[src/shared/sac_pkg.sv]
// Package holding constants and types for the SAR conversion control block
package sac_pkg;

  localparam int unsigned RES_BITS        = 10;
  localparam int unsigned HI_BITS         = 8;
  localparam int unsigned LO_BITS         = 2;

  // Reference clock
  localparam int unsigned CLK_PERIOD_NS   = 50;

  // Latest moment for done flag rise after start rising edge
  localparam int unsigned DONE_RISE_MAX_NS = 1500;
  localparam int unsigned DONE_RISE_MAX_CYC =
    (DONE_RISE_MAX_NS / CLK_PERIOD_NS) < 1 ? 1 : (DONE_RISE_MAX_NS / CLK_PERIOD_NS);

  // Least start pulse width the host must give
  localparam int unsigned START_MIN_NS    = 500;
  localparam int unsigned START_MIN_CYC   = (START_MIN_NS + CLK_PERIOD_NS - 1) / CLK_PERIOD_NS;

  // Cycles spent per bit trial, lets the comparator settle
  localparam logic [3:0]  TRIAL_CYC       = 4'h2;

  localparam logic [9:0]  RESULT_RESET    = 10'h000;
  localparam logic [9:0]  MSB_MASK        = 10'h200;
  localparam logic [3:0]  MSB_INDEX       = 4'h9;

  typedef enum logic [2:0] {
    SAC_IDLE  = 3'b001,
    SAC_ARMED = 3'b010,
    SAC_TRIAL = 3'b100
  } sac_state_t;

  typedef struct packed {
    sac_state_t  state;
    logic        start_d;
    logic [9:0]  result;
    logic [9:0]  trial_mask;
    logic [3:0]  bit_idx;
    logic [3:0]  wait_cnt;
    logic        done_n;
    logic [7:0]  hi_data;
    logic [1:0]  lo_data;
  } sac_regs_t;

endpackage : sac_pkg

[src/rtl/sac_conversion_control.sv]
// SAR conversion sequencer with split three-state result outputs
`timescale 1ns/1ps

// Contract
// - Start rise resets logic, done high quickly.
// - Sequence begins on start falling edge only.
// - Trial bits MSB first down to LSB.
// - Clear trial bit when comparator says over.
// - Final result held until next conversion.
// - Done flag low after last trial.
// - Enables gate upper 8, lower 2 independently.
// - Disabled group outputs float.
// - Plain binary unipolar, offset binary bipolar.
// - Bipolar offset is MSB minus half LSB.
// - Grounded select gives unipolar mode.
// - Open select gives bipolar mode.
// - Bipolar zero input yields code 1000000000.
module sac_conversion_control (
  // Clock and reset
  input  wire logic        ref_clk,
  input  wire logic        resetn,
  // Host control
  input  wire logic        start,
  input  wire logic        upper_byte_output_enable_n,
  input  wire logic        lower_bits_output_enable_n,
  output logic             conversion_done_n,
  // Mode select, high when the select pin is left open
  input  wire logic        bipolar_select,
  // Analog front end
  output logic [9:0]       dac_code,
  output logic             bipolar_offset_on,
  input  wire logic        comparator_over,
  // Result buses, two signals per pin group
  output logic [7:0]       upper_data_out,
  output logic [7:0]       upper_data_oe_n,
  output logic [1:0]       lower_data_out,
  output logic [1:0]       lower_data_oe_n
);

  // Registered state and its next value
  sac_pkg::sac_regs_t r_reg;
  sac_pkg::sac_regs_t r_next;

  // Start edge flags
  logic       start_rise;
  logic       start_fall;

  // Bit trial helpers
  logic       trial_window_end;
  logic       trial_last_bit;
  logic [9:0] trial_drop_mask;
  logic [9:0] trial_decided;
  logic [9:0] trial_next_mask;
  logic [3:0] wait_cnt_dec;
  logic [3:0] bit_idx_dec;

  // Previous sample resets low, matching an idle host, so no false edge after reset
  assign start_rise = start & ~r_reg.start_d;
  assign start_fall = ~start & r_reg.start_d;

  // Comparator read on the window's last cycle only, after the trial code has settled
  assign trial_window_end = (r_reg.wait_cnt == 4'h1);
  assign trial_last_bit   = (r_reg.bit_idx == 4'h0);
  assign trial_drop_mask  = comparator_over ? r_reg.trial_mask : 10'h000;
  assign trial_decided    = r_reg.result & ~trial_drop_mask;
  assign trial_next_mask  = r_reg.trial_mask >> 1;
  assign wait_cnt_dec     = r_reg.wait_cnt - 4'h1;
  assign bit_idx_dec      = r_reg.bit_idx - 4'h1;

  always_comb begin
    r_next         = r_reg;
    r_next.start_d = start;
    if (start_rise) begin
      // Any rising start aborts whatever is running
      r_next.state      = sac_pkg::SAC_ARMED;
      r_next.result     = sac_pkg::RESULT_RESET;
      r_next.trial_mask = sac_pkg::RESULT_RESET;
      r_next.done_n     = 1'b1;
    end else begin
      case (r_reg.state)
        sac_pkg::SAC_IDLE: begin
          // A lone falling start is ignored here
          r_next.state = sac_pkg::SAC_IDLE;
        end
        sac_pkg::SAC_ARMED: begin
          if (start_fall) begin
            r_next.state      = sac_pkg::SAC_TRIAL;
            r_next.bit_idx    = sac_pkg::MSB_INDEX;
            r_next.trial_mask = sac_pkg::MSB_MASK;
            r_next.result     = sac_pkg::MSB_MASK;
            r_next.wait_cnt   = sac_pkg::TRIAL_CYC;
          end
        end
        sac_pkg::SAC_TRIAL: begin
          if (!trial_window_end) begin
            r_next.wait_cnt = wait_cnt_dec;
          end else begin
            // Decide current bit, then light the next lower one
            r_next.result = trial_decided;
            if (trial_last_bit) begin
              r_next.state      = sac_pkg::SAC_IDLE;
              r_next.trial_mask = sac_pkg::RESULT_RESET;
              r_next.done_n     = 1'b0;
            end else begin
              r_next.trial_mask = trial_next_mask;
              r_next.result     = trial_decided | trial_next_mask;
              r_next.bit_idx    = bit_idx_dec;
              r_next.wait_cnt   = sac_pkg::TRIAL_CYC;
            end
          end
        end
        default: begin
          r_next.state = sac_pkg::SAC_IDLE;
        end
      endcase
    end
    // Output data tracks the register, partial or final
    r_next.hi_data = r_next.result[9:2];
    r_next.lo_data = r_next.result[1:0];
  end

  always_ff @(posedge ref_clk or negedge resetn) begin
    if (!resetn) begin
      r_reg.state      <= sac_pkg::SAC_IDLE;
      r_reg.start_d    <= 1'b0;
      r_reg.result     <= sac_pkg::RESULT_RESET;
      r_reg.trial_mask <= sac_pkg::RESULT_RESET;
      r_reg.bit_idx    <= 4'h0;
      r_reg.wait_cnt   <= 4'h0;
      r_reg.done_n     <= 1'b1;
      r_reg.hi_data    <= 8'h00;
      r_reg.lo_data    <= 2'h0;
    end else begin
      r_reg <= r_next;
    end
  end

  // Offset binary falls out of the analog offset; digital code is same in both modes
  assign bipolar_offset_on = bipolar_select;
  assign dac_code          = r_reg.result;
  assign conversion_done_n = r_reg.done_n;

  // Per-pin data and enable; enables act at once, even mid-conversion
  genvar gi;
  generate
    for (gi = 0; gi < 10; gi++) begin : g_pin
      if (gi >= 2) begin : g_upper
        assign upper_data_out[gi - 2]  = r_reg.hi_data[gi - 2];
        assign upper_data_oe_n[gi - 2] = upper_byte_output_enable_n;
      end else begin : g_lower
        assign lower_data_out[gi]  = r_reg.lo_data[gi];
        assign lower_data_oe_n[gi] = lower_bits_output_enable_n;
      end
    end
  endgenerate

endmodule : sac_conversion_control

[config.mk]
export PLATFORM = sky130hd
export DESIGN_NAME = sac_conversion_control
export DESIGN_NICKNAME = d
export VERILOG_FILES = /design/src/shared/sac_pkg.sv /design/src/rtl/sac_conversion_control.sv
export SDC_FILE = /design/constraint.sdc
export NUM_CORES = 1
export LEC_CHECK = 0
export ABC_AREA = 1
export BUFFER_PORTS_ARGS = -buffer_cell sky130_fd_sc_hd__buf_2
export CAP_MARGIN = 20
export CORE_ASPECT_RATIO = 0.75
export CORE_UTILIZATION = 60
export DETAILED_ROUTE_END_ITERATION = 16
export PLACE_DENSITY = 0.88
export SLEW_MARGIN = 10
export SYNTH_ARGS = -nofsm -noshare
export SYNTH_HDL_FRONTEND = slang
export SYNTH_SLANG_ARGS = --single-unit
[constraint.sdc]
create_clock -name ref_clk -period 2.65 [get_ports ref_clk]
set_input_delay 0.3975 -clock ref_clk [delete_from_list [all_inputs] [get_ports ref_clk]]
set_output_delay 0.3975 -clock ref_clk [all_outputs]
set_load 0.01 [all_outputs]
# Word level (Yosys, flattened, before mapping)
# Cells that the tools add are included.
# Widths: inputs -> output; s select.
# word_totals
out_inout_bits,32
inputBits,7
reg_bits,43
word_cells,58
# classes
addsub,2
n_reduce_logical,11
eq_ne,10
n_mux,18
bitwise,8
# op_table
cell,count
$pmux 28 s2,1
$mux 28,1
$mux 24,1
$mux 10,2
$mux 20,1
$mux 3,4
$ne 3x3->1 const B,4
$and 10x10->10,1
$not 10->10,1
$or 10x9->10,1
$mux 9,1
$reduce_and 3->1,3
$mux 8,1
$reduce_bool 2->1,4
$sub 4x1->4 const B,2
$ne 2x2->1 const B,3
$pmux 3 s2,1
$reduce_and 5->1,1
$eq 4x1->1 const B,1
$logic_not 4->1,1
$mux 1,4
$mux 4,1
$reduce_and 4->1,1
$eq 3x2->1 const B,1
other kinds (4),7

# Depth between registers and ports, before layout
# Gate-level depths: netlist of the first run.
# depth
word_depth,8
depth_mapped,11
mapped_depth_nobuf,10

# Worst setup path after synthesis of the first run
# OpenSTA, ideal clock, no wires.
# synth_timing
path_type,reg2reg
from,register r_reg[12] (netlist name)
to,"register r_reg, in the netlist upper_data_out[5]"
setup_time_ns,0.117
synth_period_minus_slack_ns,1.442
path_buffers,1
arrival_time_ns,1.325
path_stages_with_launch,11
path_slack_ns,1.208
required_time_ns,2.533
path_cell_list,dfrtp_1 > inv_1 > ha_1 > nand2_1 > nor2_2 > buf_4 > nand3_1 > nand3_1 > nand3_1 > nand2_1 > nand2_1
# synth_via
elab_chain_len,4
# synth_rtl
item,line,text
start: declaration,sac_conversion_control.sv:41,sac_pkg::sac_regs_t r_reg;
start signal: assignment,sac_conversion_control.sv:134,r_reg <= r_next;
$eq 4x1->1,sac_conversion_control.sv:62,assign trial_window_end = (r_reg.wait_cnt == 4'h1);
$mux 24,sac_conversion_control.sv:95,if (!trial_window_end) begin
$pmux 28 s2,sac_conversion_control.sv:80,case (r_reg.state)
$mux 20,sac_conversion_control.sv:73,if (start_rise) begin
# No other way between the ends. The select of a mux whose other input is x is not followed.
# A chain may end at the register's enable or synchronous reset.

# Final worst setup path of the first run
# layout_timing
from,register r_reg[12] (netlist name)
to,register r_reg[28] (netlist name)
# layout_via
elab_chain_len,3
# layout_rtl
item,line
$eq 4x1->1,sac_conversion_control.sv:62
$ne 3x3->1 (no line),--
$reduce_and 3->1 (no line),--
# No other way between the ends.

==> results of run 1 <==
worst max-delay path, stage by stage, from the launching register on:
cell and delay, ns:
dfrtp_1 0.38, inv_1 0.12, ha_1 0.29, nand2_1 0.09
nor2_2 0.36, nor2_2 0.11, nand2_2 0.11, nand2_4 0.08
nor2_8 0.18, nand2_1 0.09, nand2_1 0.07
layout by cell type, fill, tap and decap left out:
cell      instances
o21bai_1          1
o211ai_1          1
nor2_2            7
nand2_4           1
a21boi_0          1
nand2_1         106
clkbuf_8          7
inv_2             2
xor2_1            2
o21ai_0           7
nand2_2           3
nor2_4            2
nand4_1           6
inv_1            21
buf_2            24
buf_4             1
nor3_2            2
nand3_1          23
clkinv_2          1
nor2_8            1
dfrtp_1          31
a21oi_1           5
nor3_1            1
o21ai_2           6
o21ai_1           2
dfstp_2           2
nand3_2           1
ha_1              5
nor2_1           16
final cells by class:
type / instances / area (µm²)
Sequential cell: 33 / 828.3
Timing Repair Buffer: 25 / 127.6
Clock inverter: 1 / 5.005
Tap cell: 40 / 50.05
Inverter: 23 / 86.33
Fill cell: 297 / 1197
Clock buffer: 7 / 96.34
Multi-Input combinational cell: 199 / 987.2
path summary, 6_finish.rpt:
path                            cells after the start                end         startpoint
worst max-delay path                               10          r_reg[28]          r_reg[12]
max in group asynchronous                           1  lower_data_out[0]             resetn
worst min register to register                      2  conversion_done_n  conversion_done_n
worst min-delay path                                1          r_reg[24]             resetn
worst max register to register                     10          r_reg[28]          r_reg[12]
min in group ref_clk                                1          r_reg[39]              start
power groups by stage:
stage,Clock (W),Combinational [W],Sequential (W)
floorplan,0,0.000206,0.000560
global placement,0,0.000225,0.000564
detailed placement,0,0.000235,0.000565
CTS,0.000426,0.000237,0.000557
global route,0.000445,0.000271,0.000561
finish,0.000421,0.000236,0.000557
layer usage:
metal	wire, µm	GRT usage	share of wire
met4	56	0.1013	0.013
met3	299	0.05709	0.067
met1	2087	0.3477	0.47
met2	1989	0.4340	0.45
met5	0	0	0
kinds of logic after synthesis:
logic type                 share of synthesized area
and+or+nand+nor                               0.3478
buffers and inverters                         0.1713
DFF                                           0.3781
AOI/OAI and AO/OA                            0.06625
adders and majority gates                    0.02856
xor gates and xnor gates                    0.007997
per-stage QoR:
stage	hold slack (ns)	power (W)
floorplan	0.1019	0.0007668
global placement	0.4609	0.0007888
detailed placement	0.4637	0.0008001
CTS	0.1893	0.001220
global route	0.2361	0.001277
finish	0.1631	0.001214
==> impl_metrics.tcl, run 1 <==
set metrics [dict create \
    crit_required_ns 2.88 \
    syn_area_per_cell_um2 7.452 \
    postCtsSetupBuffers 0 \
    worstMarginPinSlew_ns 0.7465 \
    p_switching_w 0.0003804 \
    largest_register_ffs 22 \
    final_cells 328 \
    fin_crit_sh 0.7305 \
    fin_crit_ns 1.936 \
    fmax_mhz 516.6 \
    cts_tree "built" \
    relSlewSlack 0.4996 \
    place.gp.congestion 0.9649 \
    core_mm2 0.003378 \
    remaining_drc_errors 0 \
    cts_made_buffers 5 \
    crit_fanout 11 \
    hold_viol 0 \
    synth_top_area_frac 0.3541 \
    fin_area_mm2 0.002181 \
    power_density_mw_per_mm2 556.8 \
    clkPwrFrac 0.347 \
    path_clk_slew_ns 0.07 \
    ys_ff_latch 33 \
    initial_core_util 0.6485 \
    cts_resized 0 \
    startpoint_type "register" \
    synthTopCellsByCount "106 x nand2_1, 33 x buf_4, 31 x dfrtp_1, 23 x nand3_1, 21 x inv_1" \
    track_usage 0.2635 \
    dpl.hpwl_um 3194 \
    synthMostInstantiatedCell "nand2_1" \
    syn2layout_area_growth_pct -0.4569 \
    vias 1768 \
    grt_pass1_wl_um 7576 \
    ys_types 29 \
    via_per_inst 5.390 \
    drtPass1Iterations 4 \
    ys_seq_area_frac 0.3781 \
    finalSetupViolations 0 \
    num_rows 18 \
    cts-htree-levels 2 \
    drive_gt1_frac 0.2083 \
    worstHoldPathType "in2async" \
    syn-instance-count 294 \
    max-cap-violations 0 \
    p_leak_nw 1.135 \
    drt-total-wl_um 4433 \
    pin_count 39 \
    synth_area_leaders "dfrtp_1 35%, nand2_1 18%, buf_4 11%, nand3_1 5.3%, inv_1 3.6%" \
    worst_slack_ns 0.7142 \
    clock-root-buffer "clkbuf_8" \
    combPwrFrac 0.194 \
    synth_nets 306 \
    maxSlewViolCount 0 \
    yosys.area.top_type "dfrtp_1" \
    detail_route.wl_per_cell_um 13.52 \
    setup.worst_path.end_class "register" \
    peakVddDrop_mv 0.3780 \
    dp_cells 320 \
    synth-edff-count 0 \
    setup_tns_ns 0 \
    dpl-instance-area_mm2 0.002079 \
    die_w_um 71.78 \
    drtAntennaViolNets 0 \
    grt_max_degree 34 \
    grt_overflow_total 0 \
    outcome "complete, no violations" \
    clockBufferDepth 2 \
    rsz0062_at_grt "no" \
    antenna_found_initial 0 \
    utilization 0.6456 \
    async_flop_share 1.000 \
    r2r_slack_ns 0.71 \
    numPortBuffers 24 \
    p_seq_frac 0.459 \
    die_h_um 54.33 \
    clk-insertion-delay-late_ns 0.29 \
    diodes 0 \
    switching_share 0.3133 \
    grt_pass1_vias 1687 \
    nets 299 \
    yosysWarnings 0 \
    drt_iter0_markers 130 \
    clkSinkCount 33 \
    dieArea_mm2 0.003900 \
    cts-hold-fix-buffers 0 \
    netlist_area_mm2 0.002191 \
    worstSetupPathType "reg2reg" \
    place_ws_ns 0.7625 \
    finalClockSkew_ns 0.007184 \
    p_int_w 0.0008339 \
    crit_arrival_ns 2.16 \
    synthFlopType "dfrtp_1" \
]
Power figures use the tool's default switching activity.
==> run 2, diff against run 1 <==
CORE_UTILIZATION = 56   (was 60)
PLACE_DENSITY = 0.83   (was 0.88)
clock period = 2 ns   (was 2.65 ns; I/O delays follow)
==> impl_metrics.tcl, run 2 (synthesis gave the netlist of run 1 again) <==
set metrics [dict create \
    outcome "complete, no violations" \
    drt-total-wl_um 4406 \
    grt_pass1_vias 1576 \
    die_w_um 74.23 \
    worstHoldPathType "in2async" \
    track_usage 0.2333 \
    crit_required_ns 2.20 \
    drt_iter0_markers 127 \
    initial_core_util 0.5908 \
    fmax_mhz 572.1 \
    core_mm2 0.003709 \
    path_clk_slew_ns 0.07 \
    postCtsSetupBuffers 0 \
    p_switching_w 0.0005170 \
    path_cells "inv_1 -> ha_1 -> nand2_2 -> nor2_1 -> nand2_1 -> nand3_2 -> nand2_1 -> o21ai_0" \
    final_cell_mix "106 x nand2_1, 31 x dfrtp_1, 24 x buf_2" \
    grt_overflow_total 0 \
    critPathSlowestCell "dfrtp_1" \
    num_rows 19 \
    max-cap-violations 0 \
    dpl-instance-area_mm2 0.002125 \
    path_common_cell "nand2_1" \
    place_ws_ns 0.2745 \
    fillCellCount 350 \
    finalClockSkew_ns 0.008439 \
    antenna_found_initial 0 \
    via_per_inst 5.151 \
    worst_slack_ns 0.2520 \
    grt_pass1_wl_um 7300 \
    crit_buf_inv 1 \
    worstMarginPinSlew_ns 0.7257 \
    final_common_cell "nand2_1" \
    cts-htree-levels 2 \
    power.total_w 0.001629 \
    largest_register_ffs 22 \
    syn2layout_area_growth_pct 1.599 \
    peakVddDrop_mv 0.4424 \
    drive_gt1_frac 0.2192 \
    cts-hold-fix-buffers 0 \
    die_h_um 56.17 \
    multi_input_area_um2 987.2 \
    worstSetupPathType "reg2reg" \
    cts_resized 0 \
    startpoint_type "register" \
    p_int_w 0.001112 \
    cts_tree "built" \
    numPortBuffers 24 \
    fin_hold_ws_ns 0.06070 \
    finalSetupViolations 0 \
    drtAntennaViolNets 0 \
    fin_area_mm2 0.002226 \
    clkSinkCount 33 \
    pin_count 39 \
    clockBufferDepth 2 \
    clkPwrFrac 0.348 \
    grt_max_degree 34 \
    combPwrFrac 0.198 \
    vias 1772 \
    setup.worst_path.end_class "register" \
    cpPeakStageDelay_ns 0.38 \
    detail_route.wl_per_cell_um 12.81 \
    crit_fanout 12 \
    diodes 0 \
    relSlewSlack 0.5162 \
    p_seq_frac 0.453 \
    switching_share 0.3173 \
    remaining_drc_errors 0 \
    crit_arrival_ns 1.95 \
    clock-root-buffer "clkbuf_8" \
    drtPass1Iterations 4 \
    p_leak_nw 1.156 \
    rsz0062_at_grt "no" \
    power_density_mw_per_mm2 732.0 \
    dieArea_mm2 0.004169 \
    place.gp.congestion 0.8776 \
    cts_made_buffers 5 \
    maxSlewViolCount 0 \
    regArea_um2 828.3 \
    fin_crit_sh 0.8740 \
    dpl.hpwl_um 3111 \
    hold_viol 0 \
    crit_family "simple AND/OR/NAND/NOR gates" \
    setup_tns_ns 0 \
    clk-insertion-delay-late_ns 0.29 \
    fin_crit_ns 1.748 \
    nets 303 \
]
[run 2: cell count changes in the layout (fill, tap and decap cells not counted)]
| cell | change |
|---|---|
| buf_4 | +4 |
[run 2: per-stage QoR]
step / utilization / std cells
after floorplan: - / 294
after global placement: 0.5729 / 336
after detailed placement: 0.5729 / 336
after CTS: 0.6002 / 344
after global routing: 0.6002 / 344
final: 0.6002 / 344
[run 2: power groups by stage]
stage / logic [W] / registers [W] / clock network, W
floorplan: 0.000273 / 0.000743 / 0
global placement: 0.000309 / 0.000747 / 0
global route: 0.000359 / 0.000742 / 0.000607
CTS: 0.000321 / 0.000738 / 0.000577
finish: 0.000323 / 0.000739 / 0.000568
detailed placement: 0.000320 / 0.000750 / 0
[run 2: path summary, 6_finish.rpt]
path	startpoint	end	slack [ns]	cells after the start
max	r_reg[12]	r_reg[12]	0.25	8
min reg2reg	conversion_done_n	conversion_done_n	0.48	2
max in group asynchronous	resetn	r_reg[20]	1.48	1
max reg2reg	r_reg[12]	r_reg[12]	0.25	8
min in group ref_clk	start	r_reg[39]	0.14	1
min	resetn	r_reg[18]	0.06	1
[run 2: metal layers]
layer	up-vias	track usage	wire (µm)
met3	7	0.05435	308
met4	0	0.08625	59
met1	811	0.3372	2119
met5	-	0	0
li1	888	-	-
met2	66	0.3390	1918
[run 2: area by class of cell]
class,count,share of cell area
inverters,23,0.03879
clock inverters,1,0.002248
repair buffers,29,0.07083
multi-input cells,199,0.4435
clock buffers,7,0.04328
flip-flops and latches,33,0.3721
well taps,52,0.02923
